===== src/stf_pkg.sv =====
// Constants, types and reset values shared by the serial transfer framer.
// Assumes an AXI4-Lite master with 16-bit addresses and 32-bit data.
package stf_pkg;
	// Register indices as printed; byte address is four times the index.
	localparam logic [15:0] IDX_CTRL = 16'h1028;
	localparam logic [15:0] IDX_STAT = 16'h1029;
	localparam logic [15:0] IDX_DATA = 16'h102A;
	localparam logic [15:0] ADDR_CTRL = {IDX_CTRL[13:0], 2'b00};
	localparam logic [15:0] ADDR_STAT = {IDX_STAT[13:0], 2'b00};
	localparam logic [15:0] ADDR_DATA = {IDX_DATA[13:0], 2'b00};
	// Control register fields.
	localparam int CTL_IRQ_EN = 7;
	localparam int CTL_SYS_EN = 6;
	localparam int CTL_OD = 5;
	localparam int CTL_MASTER_SELECT = 4;
	localparam int CTL_POL = 3;
	localparam int CTL_PHA = 2;
	localparam int CTL_RATE_HI = 1;
	localparam int CTL_RATE_LO = 0;
	// Status register fields.
	localparam int ST_TC = 7;
	localparam int ST_WRITE_COLLISION_FLAG = 6;
	localparam int ST_MODE_FAULT_FLAG = 4;
	localparam logic [7:0] CTRL_RST = 8'h00;
	// Half-period masks for divide by 2, 4, 16 and 32.
	localparam logic [3:0] RMASK_0 = 4'h0;
	localparam logic [3:0] RMASK_1 = 4'h1;
	localparam logic [3:0] RMASK_2 = 4'h7;
	localparam logic [3:0] RMASK_3 = 4'hF;
	localparam logic [3:0] HALF_LAST = 4'hF;
	localparam logic [2:0] BIT_LAST = 3'h7;
	localparam logic [1:0] RESP_OKAY = 2'h0;
	localparam logic [1:0] RESP_SLVERR = 2'h2;
	// Synchroniser bit positions; select idles high.
	localparam int IN_SCK = 0;
	localparam int IN_SS = 1;
	localparam int IN_MOSI = 2;
	localparam int IN_MISO = 3;
	localparam logic [3:0] SYNC_RST = 4'h2;

	typedef enum logic [2:0] {
		M_IDLE = 3'b001,
		M_WAIT = 3'b010,
		M_SHIFT = 3'b100
	} stf_mst_t;

	typedef struct packed {
		logic awvalid;
		logic [15:0] awaddr;
		logic wvalid;
		logic [31:0] wdata;
		logic [3:0] wstrb;
		logic bready;
		logic arvalid;
		logic [15:0] araddr;
		logic rready;
	} stf_axi_req_t;

	typedef struct packed {
		logic awready;
		logic wready;
		logic bvalid;
		logic [1:0] bresp;
		logic arready;
		logic rvalid;
		logic [31:0] rdata;
		logic [1:0] rresp;
	} stf_axi_rsp_t;

	typedef struct packed {
		logic sck;
		logic ss_n;
		logic mosi;
		logic miso;
	} stf_pins_in_t;

	typedef struct packed {
		logic sck_o;
		logic sck_oe;
		logic mosi_o;
		logic mosi_oe;
		logic miso_o;
		logic miso_oe;
	} stf_pins_out_t;

	typedef struct packed {
		stf_axi_rsp_t rsp;
		stf_pins_out_t po;
		logic aw_got;
		logic w_got;
		logic [15:0] awaddr;
		logic [7:0] wdata;
		logic wbe;
		logic [7:0] ctrl;
		logic tc;
		logic write_collision_flag;
		logic tc_arm;
		logic write_collision_flag_arm;
		logic [7:0] sh;
		logic [7:0] rxbuf;
		logic lat;
		logic [3:0] s1;
		logic [3:0] s2;
		logic [3:0] s3;
		logic [3:0] flt;
		logic [3:0] div;
		stf_mst_t mst;
		logic [3:0] hc;
		logic sbusy;
		logic [2:0] bc;
	} stf_state_t;

	localparam stf_state_t STATE_RST = '{
		mst: M_IDLE,
		ctrl: CTRL_RST,
		s1: SYNC_RST,
		s2: SYNC_RST,
		s3: SYNC_RST,
		flt: SYNC_RST,
		default: '0
	};
endpackage : stf_pkg


===== src/stf_framer.sv =====
// Serial peripheral transfer framer: master and slave, both phase formats,
// with an AXI4-Lite register slave. Pins arrive unsynchronised from the
// far party; the testbench resolves pin levels from the output enables.
`timescale 1ns/10ps

module stf_framer (
	input logic aclk,
	input logic aresetn,
	input stf_pkg::stf_axi_req_t axi_req,
	output stf_pkg::stf_axi_rsp_t axi_rsp,
	input stf_pkg::stf_pins_in_t pins_in,
	output stf_pkg::stf_pins_out_t pins_out
);
	import stf_pkg::*;

	stf_state_t r;
	stf_state_t n;
	logic [3:0] fn;
	logic [3:0] rmask;
	logic clock_polarity_select;
	logic clock_phase_select;
	logic m_en;
	logic s_en;
	logic tick;
	logic sedge;
	logic samp;
	logic wr_fire;
	logic rd_fire;
	logic wr_data;
	logic rd_data;
	logic rd_stat;
	logic dat_acc;
	logic busy_any;
	logic coll;
	logic start_ok;
	logic tc_set;
	logic write_collision_flag_set;

	assign axi_rsp = r.rsp;
	assign pins_out = r.po;

	assign clock_polarity_select = r.ctrl[CTL_POL];
	assign clock_phase_select = r.ctrl[CTL_PHA];
	assign m_en = r.ctrl[CTL_SYS_EN] & r.ctrl[CTL_MASTER_SELECT];
	assign s_en = r.ctrl[CTL_SYS_EN] & ~r.ctrl[CTL_MASTER_SELECT];

	// A pin change counts once the second and third stages agree.
	assign fn = (r.s2 & r.s3) | (r.flt & (r.s2 ^ r.s3));
	assign sedge = fn[IN_SCK] ^ r.flt[IN_SCK];
	// Phase 0 samples on the leading edge, phase 1 on the trailing one.
	assign samp = sedge & (fn[IN_SCK] ^ clock_polarity_select ^ clock_phase_select);

	always_comb begin
		case ({r.ctrl[CTL_RATE_HI], r.ctrl[CTL_RATE_LO]})
			2'h0: rmask = RMASK_0;
			2'h1: rmask = RMASK_1;
			2'h2: rmask = RMASK_2;
			default: rmask = RMASK_3;
		endcase
	end
	// The divider never stops, so a write lands anywhere in a period.
	assign tick = (r.div & rmask) == rmask;

	assign wr_fire = r.aw_got & r.w_got & ~r.rsp.bvalid;
	assign rd_fire = axi_req.arvalid & r.rsp.arready;
	assign wr_data = wr_fire & (r.awaddr == ADDR_DATA) & r.wbe;
	assign rd_data = rd_fire & (axi_req.araddr == ADDR_DATA);
	assign rd_stat = rd_fire & (axi_req.araddr == ADDR_STAT);
	assign dat_acc = (wr_fire & (r.awaddr == ADDR_DATA)) | rd_data;
	assign busy_any = (r.mst != M_IDLE) | r.sbusy;
	assign coll = wr_data & busy_any;
	assign start_ok = wr_data & ~busy_any & m_en;

	always_comb begin
		n = r;
		tc_set = 1'b0;
		write_collision_flag_set = 1'b0;
		n.s1 = {pins_in.miso, pins_in.mosi, pins_in.ss_n, pins_in.sck};
		n.s2 = r.s1;
		n.s3 = r.s2;
		n.flt = fn;
		n.div = r.div + 4'h1;

		// Write address and data are taken independently, in any order.
		if (axi_req.awvalid && r.rsp.awready) begin
			n.aw_got = 1'b1;
			n.awaddr = axi_req.awaddr;
		end
		if (axi_req.wvalid && r.rsp.wready) begin
			n.w_got = 1'b1;
			n.wdata = axi_req.wdata[7:0];
			n.wbe = axi_req.wstrb[0];
		end
		if (r.rsp.bvalid && axi_req.bready) begin
			n.rsp.bvalid = 1'b0;
		end
		if (wr_fire) begin
			n.aw_got = 1'b0;
			n.w_got = 1'b0;
			n.rsp.bvalid = 1'b1;
			n.rsp.bresp = RESP_OKAY;
			case (r.awaddr)
				ADDR_CTRL: begin
					if (r.wbe) begin
						n.ctrl = r.wdata;
					end
				end
				ADDR_STAT: begin
				end
				ADDR_DATA: begin
					if (coll) begin
						write_collision_flag_set = 1'b1;
					end else if (r.wbe) begin
						n.sh = r.wdata;
					end
				end
				default: n.rsp.bresp = RESP_SLVERR;
			endcase
		end
		n.rsp.awready = ~n.aw_got & ~n.rsp.bvalid;
		n.rsp.wready = ~n.w_got & ~n.rsp.bvalid;

		if (r.rsp.rvalid && axi_req.rready) begin
			n.rsp.rvalid = 1'b0;
		end
		if (rd_fire) begin
			n.rsp.rvalid = 1'b1;
			n.rsp.rresp = RESP_OKAY;
			case (axi_req.araddr)
				ADDR_CTRL: n.rsp.rdata = {24'h000000, r.ctrl};
				ADDR_STAT: begin
					n.rsp.rdata = 32'h00000000;
					n.rsp.rdata[ST_TC] = r.tc;
					n.rsp.rdata[ST_WRITE_COLLISION_FLAG] = r.write_collision_flag;
				end
				ADDR_DATA: n.rsp.rdata = {24'h000000, r.rxbuf};
				default: begin
					n.rsp.rdata = 32'h00000000;
					n.rsp.rresp = RESP_SLVERR;
				end
			endcase
		end
		n.rsp.arready = ~n.rsp.rvalid;

		// Master sequencer; the slave half never looks at the divider.
		case (r.mst)
			M_IDLE: begin
				if (start_ok) begin
					n.mst = M_WAIT;
				end
			end
			M_WAIT: begin
				if (!m_en) begin
					n.mst = M_IDLE;
				end else if (tick) begin
					n.mst = M_SHIFT;
					n.hc = 4'h0;
				end
			end
			M_SHIFT: begin
				if (!m_en) begin
					n.mst = M_IDLE;
				end else if (tick) begin
					if (r.hc == HALF_LAST) begin
						// Sixteen half periods make the eight bits.
						n.mst = M_IDLE;
						n.rxbuf = {r.sh[6:0], r.lat};
						tc_set = 1'b1;
					end else begin
						n.hc = r.hc + 4'h1;
						if (!r.hc[0]) begin
							n.lat = fn[IN_MISO];
						end else begin
							n.sh = {r.sh[6:0], r.lat};
						end
					end
				end
			end
			default: n.mst = M_IDLE;
		endcase

		// Slave half, driven only by the synchronised far clock and select.
		if (!s_en || fn[IN_SS]) begin
			n.sbusy = 1'b0;
			n.bc = 3'h0;
		end else begin
			if (!clock_phase_select && r.flt[IN_SS]) begin
				n.sbusy = 1'b1;
				n.bc = 3'h0;
			end
			if (sedge && (r.sbusy || clock_phase_select)) begin
				if (clock_phase_select) begin
					n.sbusy = 1'b1;
				end
				if (samp) begin
					n.lat = fn[IN_MOSI];
					if (r.bc == BIT_LAST) begin
						// The flag waits only on the synchroniser, so the
						// rate never moves it; polarity and phase together pick the sampling edge.
						n.rxbuf = {r.sh[6:0], fn[IN_MOSI]};
						tc_set = 1'b1;
						n.bc = 3'h0;
						if (clock_phase_select) begin
							n.sbusy = 1'b0;
						end
					end else begin
						n.bc = r.bc + 3'h1;
					end
				end else if (r.bc != 3'h0) begin
					n.sh = {r.sh[6:0], r.lat};
				end
			end
		end

		// Flags clear on status read with flag set, then a data access.
		if (rd_stat) begin
			n.tc_arm = r.tc;
			n.write_collision_flag_arm = r.write_collision_flag;
		end
		if (dat_acc) begin
			n.tc_arm = 1'b0;
			n.write_collision_flag_arm = 1'b0;
		end
		n.tc = (r.tc & ~(dat_acc & r.tc_arm)) | tc_set;
		n.write_collision_flag = (r.write_collision_flag & ~(dat_acc & r.write_collision_flag_arm)) | write_collision_flag_set;

		n.po.sck_oe = m_en;
		n.po.mosi_oe = m_en;
		n.po.miso_oe = s_en & ~fn[IN_SS];
		n.po.mosi_o = n.sh[7];
		n.po.miso_o = n.sh[7];
		n.po.sck_o = clock_polarity_select ^ ((n.mst == M_SHIFT) & (n.hc[0] ^ clock_phase_select));
	end

	always_ff @(posedge aclk) begin
		if (!aresetn) begin
			r <= STATE_RST;
		end else begin
			r <= n;
		end
	end
endmodule : stf_framer


===== config.mk =====
export PLATFORM = sky130hd
export DESIGN_NAME = stf_framer
export DESIGN_NICKNAME = d
export VERILOG_FILES = /design/src/stf_pkg.sv /design/src/stf_framer.sv
export SDC_FILE = /design/constraint.sdc
export NUM_CORES = 1
export LEC_CHECK = 0
export BUFFER_PORTS_ARGS = -buffer_cell sky130_fd_sc_hd__buf_2
export CORE_MARGIN = 1.5
export CORE_UTILIZATION = 45
export CTS_BUF_LIST = sky130_fd_sc_hd__clkbuf_2
export CTS_CLUSTER_SIZE = 8
export DETAILED_ROUTE_END_ITERATION = 6
export GPL_TIMING_DRIVEN = 0
export PLACE_DENSITY = 0.68
export SYNTH_ARGS = -nofsm -noshare
export SYNTH_HDL_FRONTEND = slang
export SYNTH_SLANG_ARGS = --single-unit

===== constraint.sdc =====
create_clock -name aclk -period 3.3 [get_ports aclk]
set_input_delay 0.165 -clock aclk [delete_from_list [all_inputs] [get_ports aclk]]
set_output_delay 0.165 -clock aclk [all_outputs]
set_load 0.1 [all_outputs]

# After elaboration in Yosys (flattened, before gate mapping)

Index checks and enable logic that the tools add are counted.

$add $sub $neg: 3
Multipliers: 0
Div/mod/pow operators: 0
Order comparisons: 0
Eq/ne operators: 21
Shifts and indexed selects: 0
Muxes and demuxes: 58
Bitwise gates (word level): 46
Reduce and logical (&&, ||, !) cells: 19

Operators by type and width:

| cell                   | number |
|---|---|
| $eq A16 B15 Y1 const B | 6 |
| $mux W17               | 5 |
| $mux W8                | 10 |
| $mux W35               | 1 |
| $mux W4                | 6 |
| $pmux W8 S3            | 1 |
| $and A1 B1 Y1          | 21 |
| $mux W1                | 20 |
| $mux W3                | 6 |
| $mux W7                | 2 |
| $and A4 B4 Y4          | 3 |
| $pmux W4 S3            | 1 |
| $not A1 Y1             | 11 |
| $ne A2 B2 Y1 const B   | 5 |
| $eq A3 B3 Y1 const B   | 3 |
| $mux W9                | 1 |
| $pmux W3 S3            | 1 |
| $add A4 B1 Y4 const B  | 2 |
| $pmux W4 S2            | 1 |
| $logic_and A1 B1 Y1    | 6 |
| $mux W2                | 3 |
| $reduce_and A6 Y1      | 1 |
| $reduce_or A3 Y1       | 2 |
| $xor A1 B1 Y1          | 5 |
| 18 further kinds       | 24 |

Register bits after elaboration: 132
Bits in latches: 0
RAM bits: 0
ROM bits: 0
Input port bits: 79
Output and inout port bits: 47
Word-level logic and storage cells: 182
Memories: 0

# Depth between registers and ports, before layout

Depth in word-level cells: 17
Depth in mapped cells: 9
Depth with buffers taken out: 7

# Worst setup path before layout

No wires, ideal clock.

Path type: reg2reg
Start point: reg r[19] (netlist name)
End point: reg r[38] (netlist name)
Setup time: 0.123 ns
Arrival time: 1.902 ns
Data required time: 3.177 ns
Path slack: 1.276 ns
Cell stages (with the launch flop): 9
Buffers on the path: 1
Clock period less this slack: 2.024 ns
Path through: dfxtp_1 > ha_1 > or3b_1 > mux2i_1 > a22oi_1 > o22a_1 > buf_2 > nand3_1 > o21ai_0

Cells in the longest elaborated chain, start to end: 9
Elaborated cells between the ends (all ways): 12
Those cells by class: mux: 3; bitwise: 8; reduce/logical: 1

RTL lines:

| item                        | RTL line          | text |
|---|---|---|
| from (decl)                 | stf_framer.sv:16  | `stf_state_t r;` |
| from (signal assigned)      | stf_framer.sv:239 | `r <= n;` |
| $xor A4 B4 Y4               | stf_framer.sv:48  | `assign fn = (r.s2 & r.s3) \| (r.flt & (r.s2 ^ r.s3));` |
| $and A4 B4 Y4               | stf_framer.sv:48  |  |
| $or A4 B4 Y4 (*)            | stf_framer.sv:48  |  |
| $xor A1 B1 Y1 (2 in series) | stf_framer.sv:51  | `assign samp = sedge & (fn[IN_SCK] ^ clock_polarity_select ^ clock_phase_select);` |
| $and A1 B1 Y1               | stf_framer.sv:51  |  |
| $mux W9                     | stf_framer.sv:195 | `if (samp) begin` |
| $mux W17 (*)                | stf_framer.sv:191 | `if (sedge && (r.sbusy \|\| clock_phase_select)) begin` |
| $mux W17 (*)                | stf_framer.sv:183 | `if (!s_en \|\| fn[IN_SS]) begin` |

Mark *: on every way between the ends. The rest lies on a longest branch, timed or not.
A chain may end at the register's enable or synchronous reset.

# Worst setup path in the final report

Start point: reg r[19] (netlist name)
End point: reg r[39] (netlist name)

The elaborated chain is that of the path after synthesis.

==> results.json <==
{
  "critPathKind": "reg -> reg",
  "cts_buffer_depth": 2,
  "clkTransAtPathRegs_ps": 280,
  "grt_max_degree": 18,
  "start_util_pct": 46.2,
  "ys_seq_elements": 105,
  "ys_types": 56,
  "fin_setup_tns_ps": 0,
  "hold_buffers": 40,
  "io_buffers": 72,
  "maxSlewViolCount": 0,
  "hold_start": "aresetn",
  "rr_startpoint": "r[19]",
  "die_w_um": 105,
  "grt_usage_pct": 19.5,
  "p_clk_share_pct": 23.2,
  "dp_hpwl_um": 7650,
  "vias": 4039,
  "coreArea_um2": 10200,
  "fillers": 928,
  "seq_power_share_pct": 59.7,
  "fp.dieArea_um2": 11100,
  "synth_area_um2": 4720,
  "endpoint_kind": "register",
  "ios": 126,
  "htreeDepth": 3,
  "drive_gt1_share_pct": 21.4,
  "synth_edf_count": 0,
  "grt_pass1_wl_um": 17400,
  "cts_buffers": 9,
  "p_leak_uw": 0.00250,
  "p_sw_uw": 693,
  "p_int_uw": 1530,
  "hp-class": "in -> reg",
  "status": "complete, no violations",
  "period_minus_slack_ps": 2270,
  "die_h_um": 105,
  "antenna_left": 0,
  "power.share.combinational_pct": 17.1,
  "crit_path_start": "r[19]",
  "async_flop_share_pct": 0,
  "n_antenna_cell": 0,
  "rsz0062_at_grt": "false",
  "worst_pin_slew_ps": 691,
  "syn_inst": 555,
  "antenna_found_initial": 0,
  "cts_sinks": 105,
  "rows": 37,
  "path_max_fanout": 10,
  "fmax_mhz": 441,
  "grt_pass1_vias": 3810,
  "nets": 791,
  "dr.pass1.iters": 4,
  "wl_per_cell_um": 12.4,
  "wl_um": 10400,
  "ys_warn_count": 0,
  "timing.final.hold_violations": 0,
  "cap_violations": 0,
  "maxSlewHeadroom_pct": 53.9,
  "cts_root_buf": "clkbuf_2",
  "avgViaCountPerCell": 4.79,
  "overflow": 0,
  "ctsResizeCount": 0,
  "worst_ep_arrival_time_ps": 2740,
  "power_density_nw_per_um2": 381,
  "worstPathRequired_ps": 3770,
  "setup_viol_count_final": 0,
  "drtIter0Drc": 230,
  "period_share_pct": 68.8,
  "place.gp.congestion": 0.799,
  "critPathLaunchType": "register",
  "sw_frac_of_total_pct": 31.2,
  "synthFlopType": "dfxtp_1",
  "syn_area_per_cell_um2": 8.51,
  "clkLatencyLatePin_ps": 530,
  "p_total_uw": 2220,
  "vdd_ir_drop_max_uv": 184,
  "route.detailed.drc": 0,
  "area_growth_pct": 23.6,
  "post_cts_buffers": 0,
  "clock_skew_ps": 26.4,
  "yosysSeqAreaShare_pct": 44.5,
  "r2r_slack_ps": 1030,
  "cts_tree": "yes",
  "finalInstanceArea_um2": 5840,
  "post_dp_cell_area_um2": 5350
}
==> placed cells by master, fill, tap and decap left out, drive strengths merged, types with 5 or more instances in the layout <==
cell           n
buf          123
dfxtp        105
nand2         93
nor2          52
a21oi         51
dlygate4sd3   40
clkbuf        30
conb          26
mux2i         25
o21ai         23
nand3         15
and2          13
a31oi         10
inv           10
nand2b         9
ha             9
nor2b          8
nor3           8
and3           6
and3b          5
nor4b          5
==> power by group through the flow <==
stage / Sequential, uW / Clock, uW / Combinational, uW
finish: 1330 / 516 / 379
global route: 1330 / 584 / 403
CTS: 1330 / 537 / 378
detailed placement: 1350 / 0 / 342
global placement: 1350 / 0 / 338
floorplan: 1340 / 0 / 281
==> flip-flops by register name (all words and copies together) (netlist names) <==
signal                 flops
axi_rsp                   15
clock_phase_select         1
clock_polarity_select      1
n                          8
pins_out                   4
r                         76
==> critical path, cell delays in order, from the launching register on <==
cell	delay, ps
dfxtp_1	360
ha_1	290
or3b_1	430
mux2i_1	210
a22oi_1	210
o22a_1	340
buf_2	210
nand3_1	90
o21ai_0	80
==> layout make-up <==
class,instances,area [um2],area share [%]
well taps,136,170,2.92
clock buffers,10,50.0,0.857
flip-flops and latches,105,2100,36.0
inverters,8,30.0,0.514
plain buffers,71,477,8.17
multi-input cells,396,2210,37.8
repair buffers,112,761,13.0
clock inverters,5,40.0,0.686
==> metal layers <==
layer  global-route usage [%]  part of all wire [%]
met2                     33.9                    48
met3                     2.60                   5.5
met4                     6.85                  0.75
met1                     24.7                    46
met5                        0                     0
==> path summary, 6_finish.rpt <==
check / depth (start not counted) / endpoint
min: 3 / r[18]
min reg2reg: 1 / n[20]
max reg2reg: 8 / r[39]
max: 8 / r[39]
==> through the flow <==
| step | setup slack (ps) | std cells | util (%) | hold WS (ps) |
|---|---|---|---|---|
| 2_1_floorplan | 1280 | 580 | - | 266 |
| 3_3_place_gp | 1080 | 788 | 52.3 | 352 |
| 3_5_place_dp | 1040 | 788 | 52.3 | 359 |
| 4_1_cts | 1020 | 843 | 57.1 | 7.59 |
| 5_1_grt | 803 | 843 | 57.1 | 23.8 |
| 6_report | 1030 | 843 | 57.1 | 48.9 |
==> logic make-up (layout without fill, tap and decap cells) <==
logic type,Yosys count,in the layout,synth area share (%)
simple gates,232,232,24.2
flops,105,105,44.5
compound gates,99,99,11.8
buf+inv,79,206,10.7
mux,26,26,5.54
fa+ha+maj,9,9,2.38
xor+xnor,4,4,0.742
other cells,1,26,0.0794
==> synth_stat cells (all sizes together), types with 3 or more instances <==
master / number / area share, %
dfxtp: 105 / 45
nand2: 93 / 7.4
nor2: 52 / 4.1
a21oi: 51 / 5.4
buf: 51 / 8.0
mux2i: 25 / 5.3
o21ai: 23 / 2.4
clkbuf: 20 / 2.1
nand3: 15 / 1.7
and2: 13 / 1.7
a31oi: 10 / 1.3
ha: 9 / 2.4
nand2b: 9 / 1.2
inv: 8 / 0.64
nor2b: 8 / 1.1
nor3: 8 / 1.1
and3: 6 / 0.82
and3b: 5 / 0.93
nor4b: 5 / 1.1
nand3b: 3 / 0.48
nor3b: 3 / 0.48
xnor2: 3 / 0.56
(Power assumes the default switching activity.)
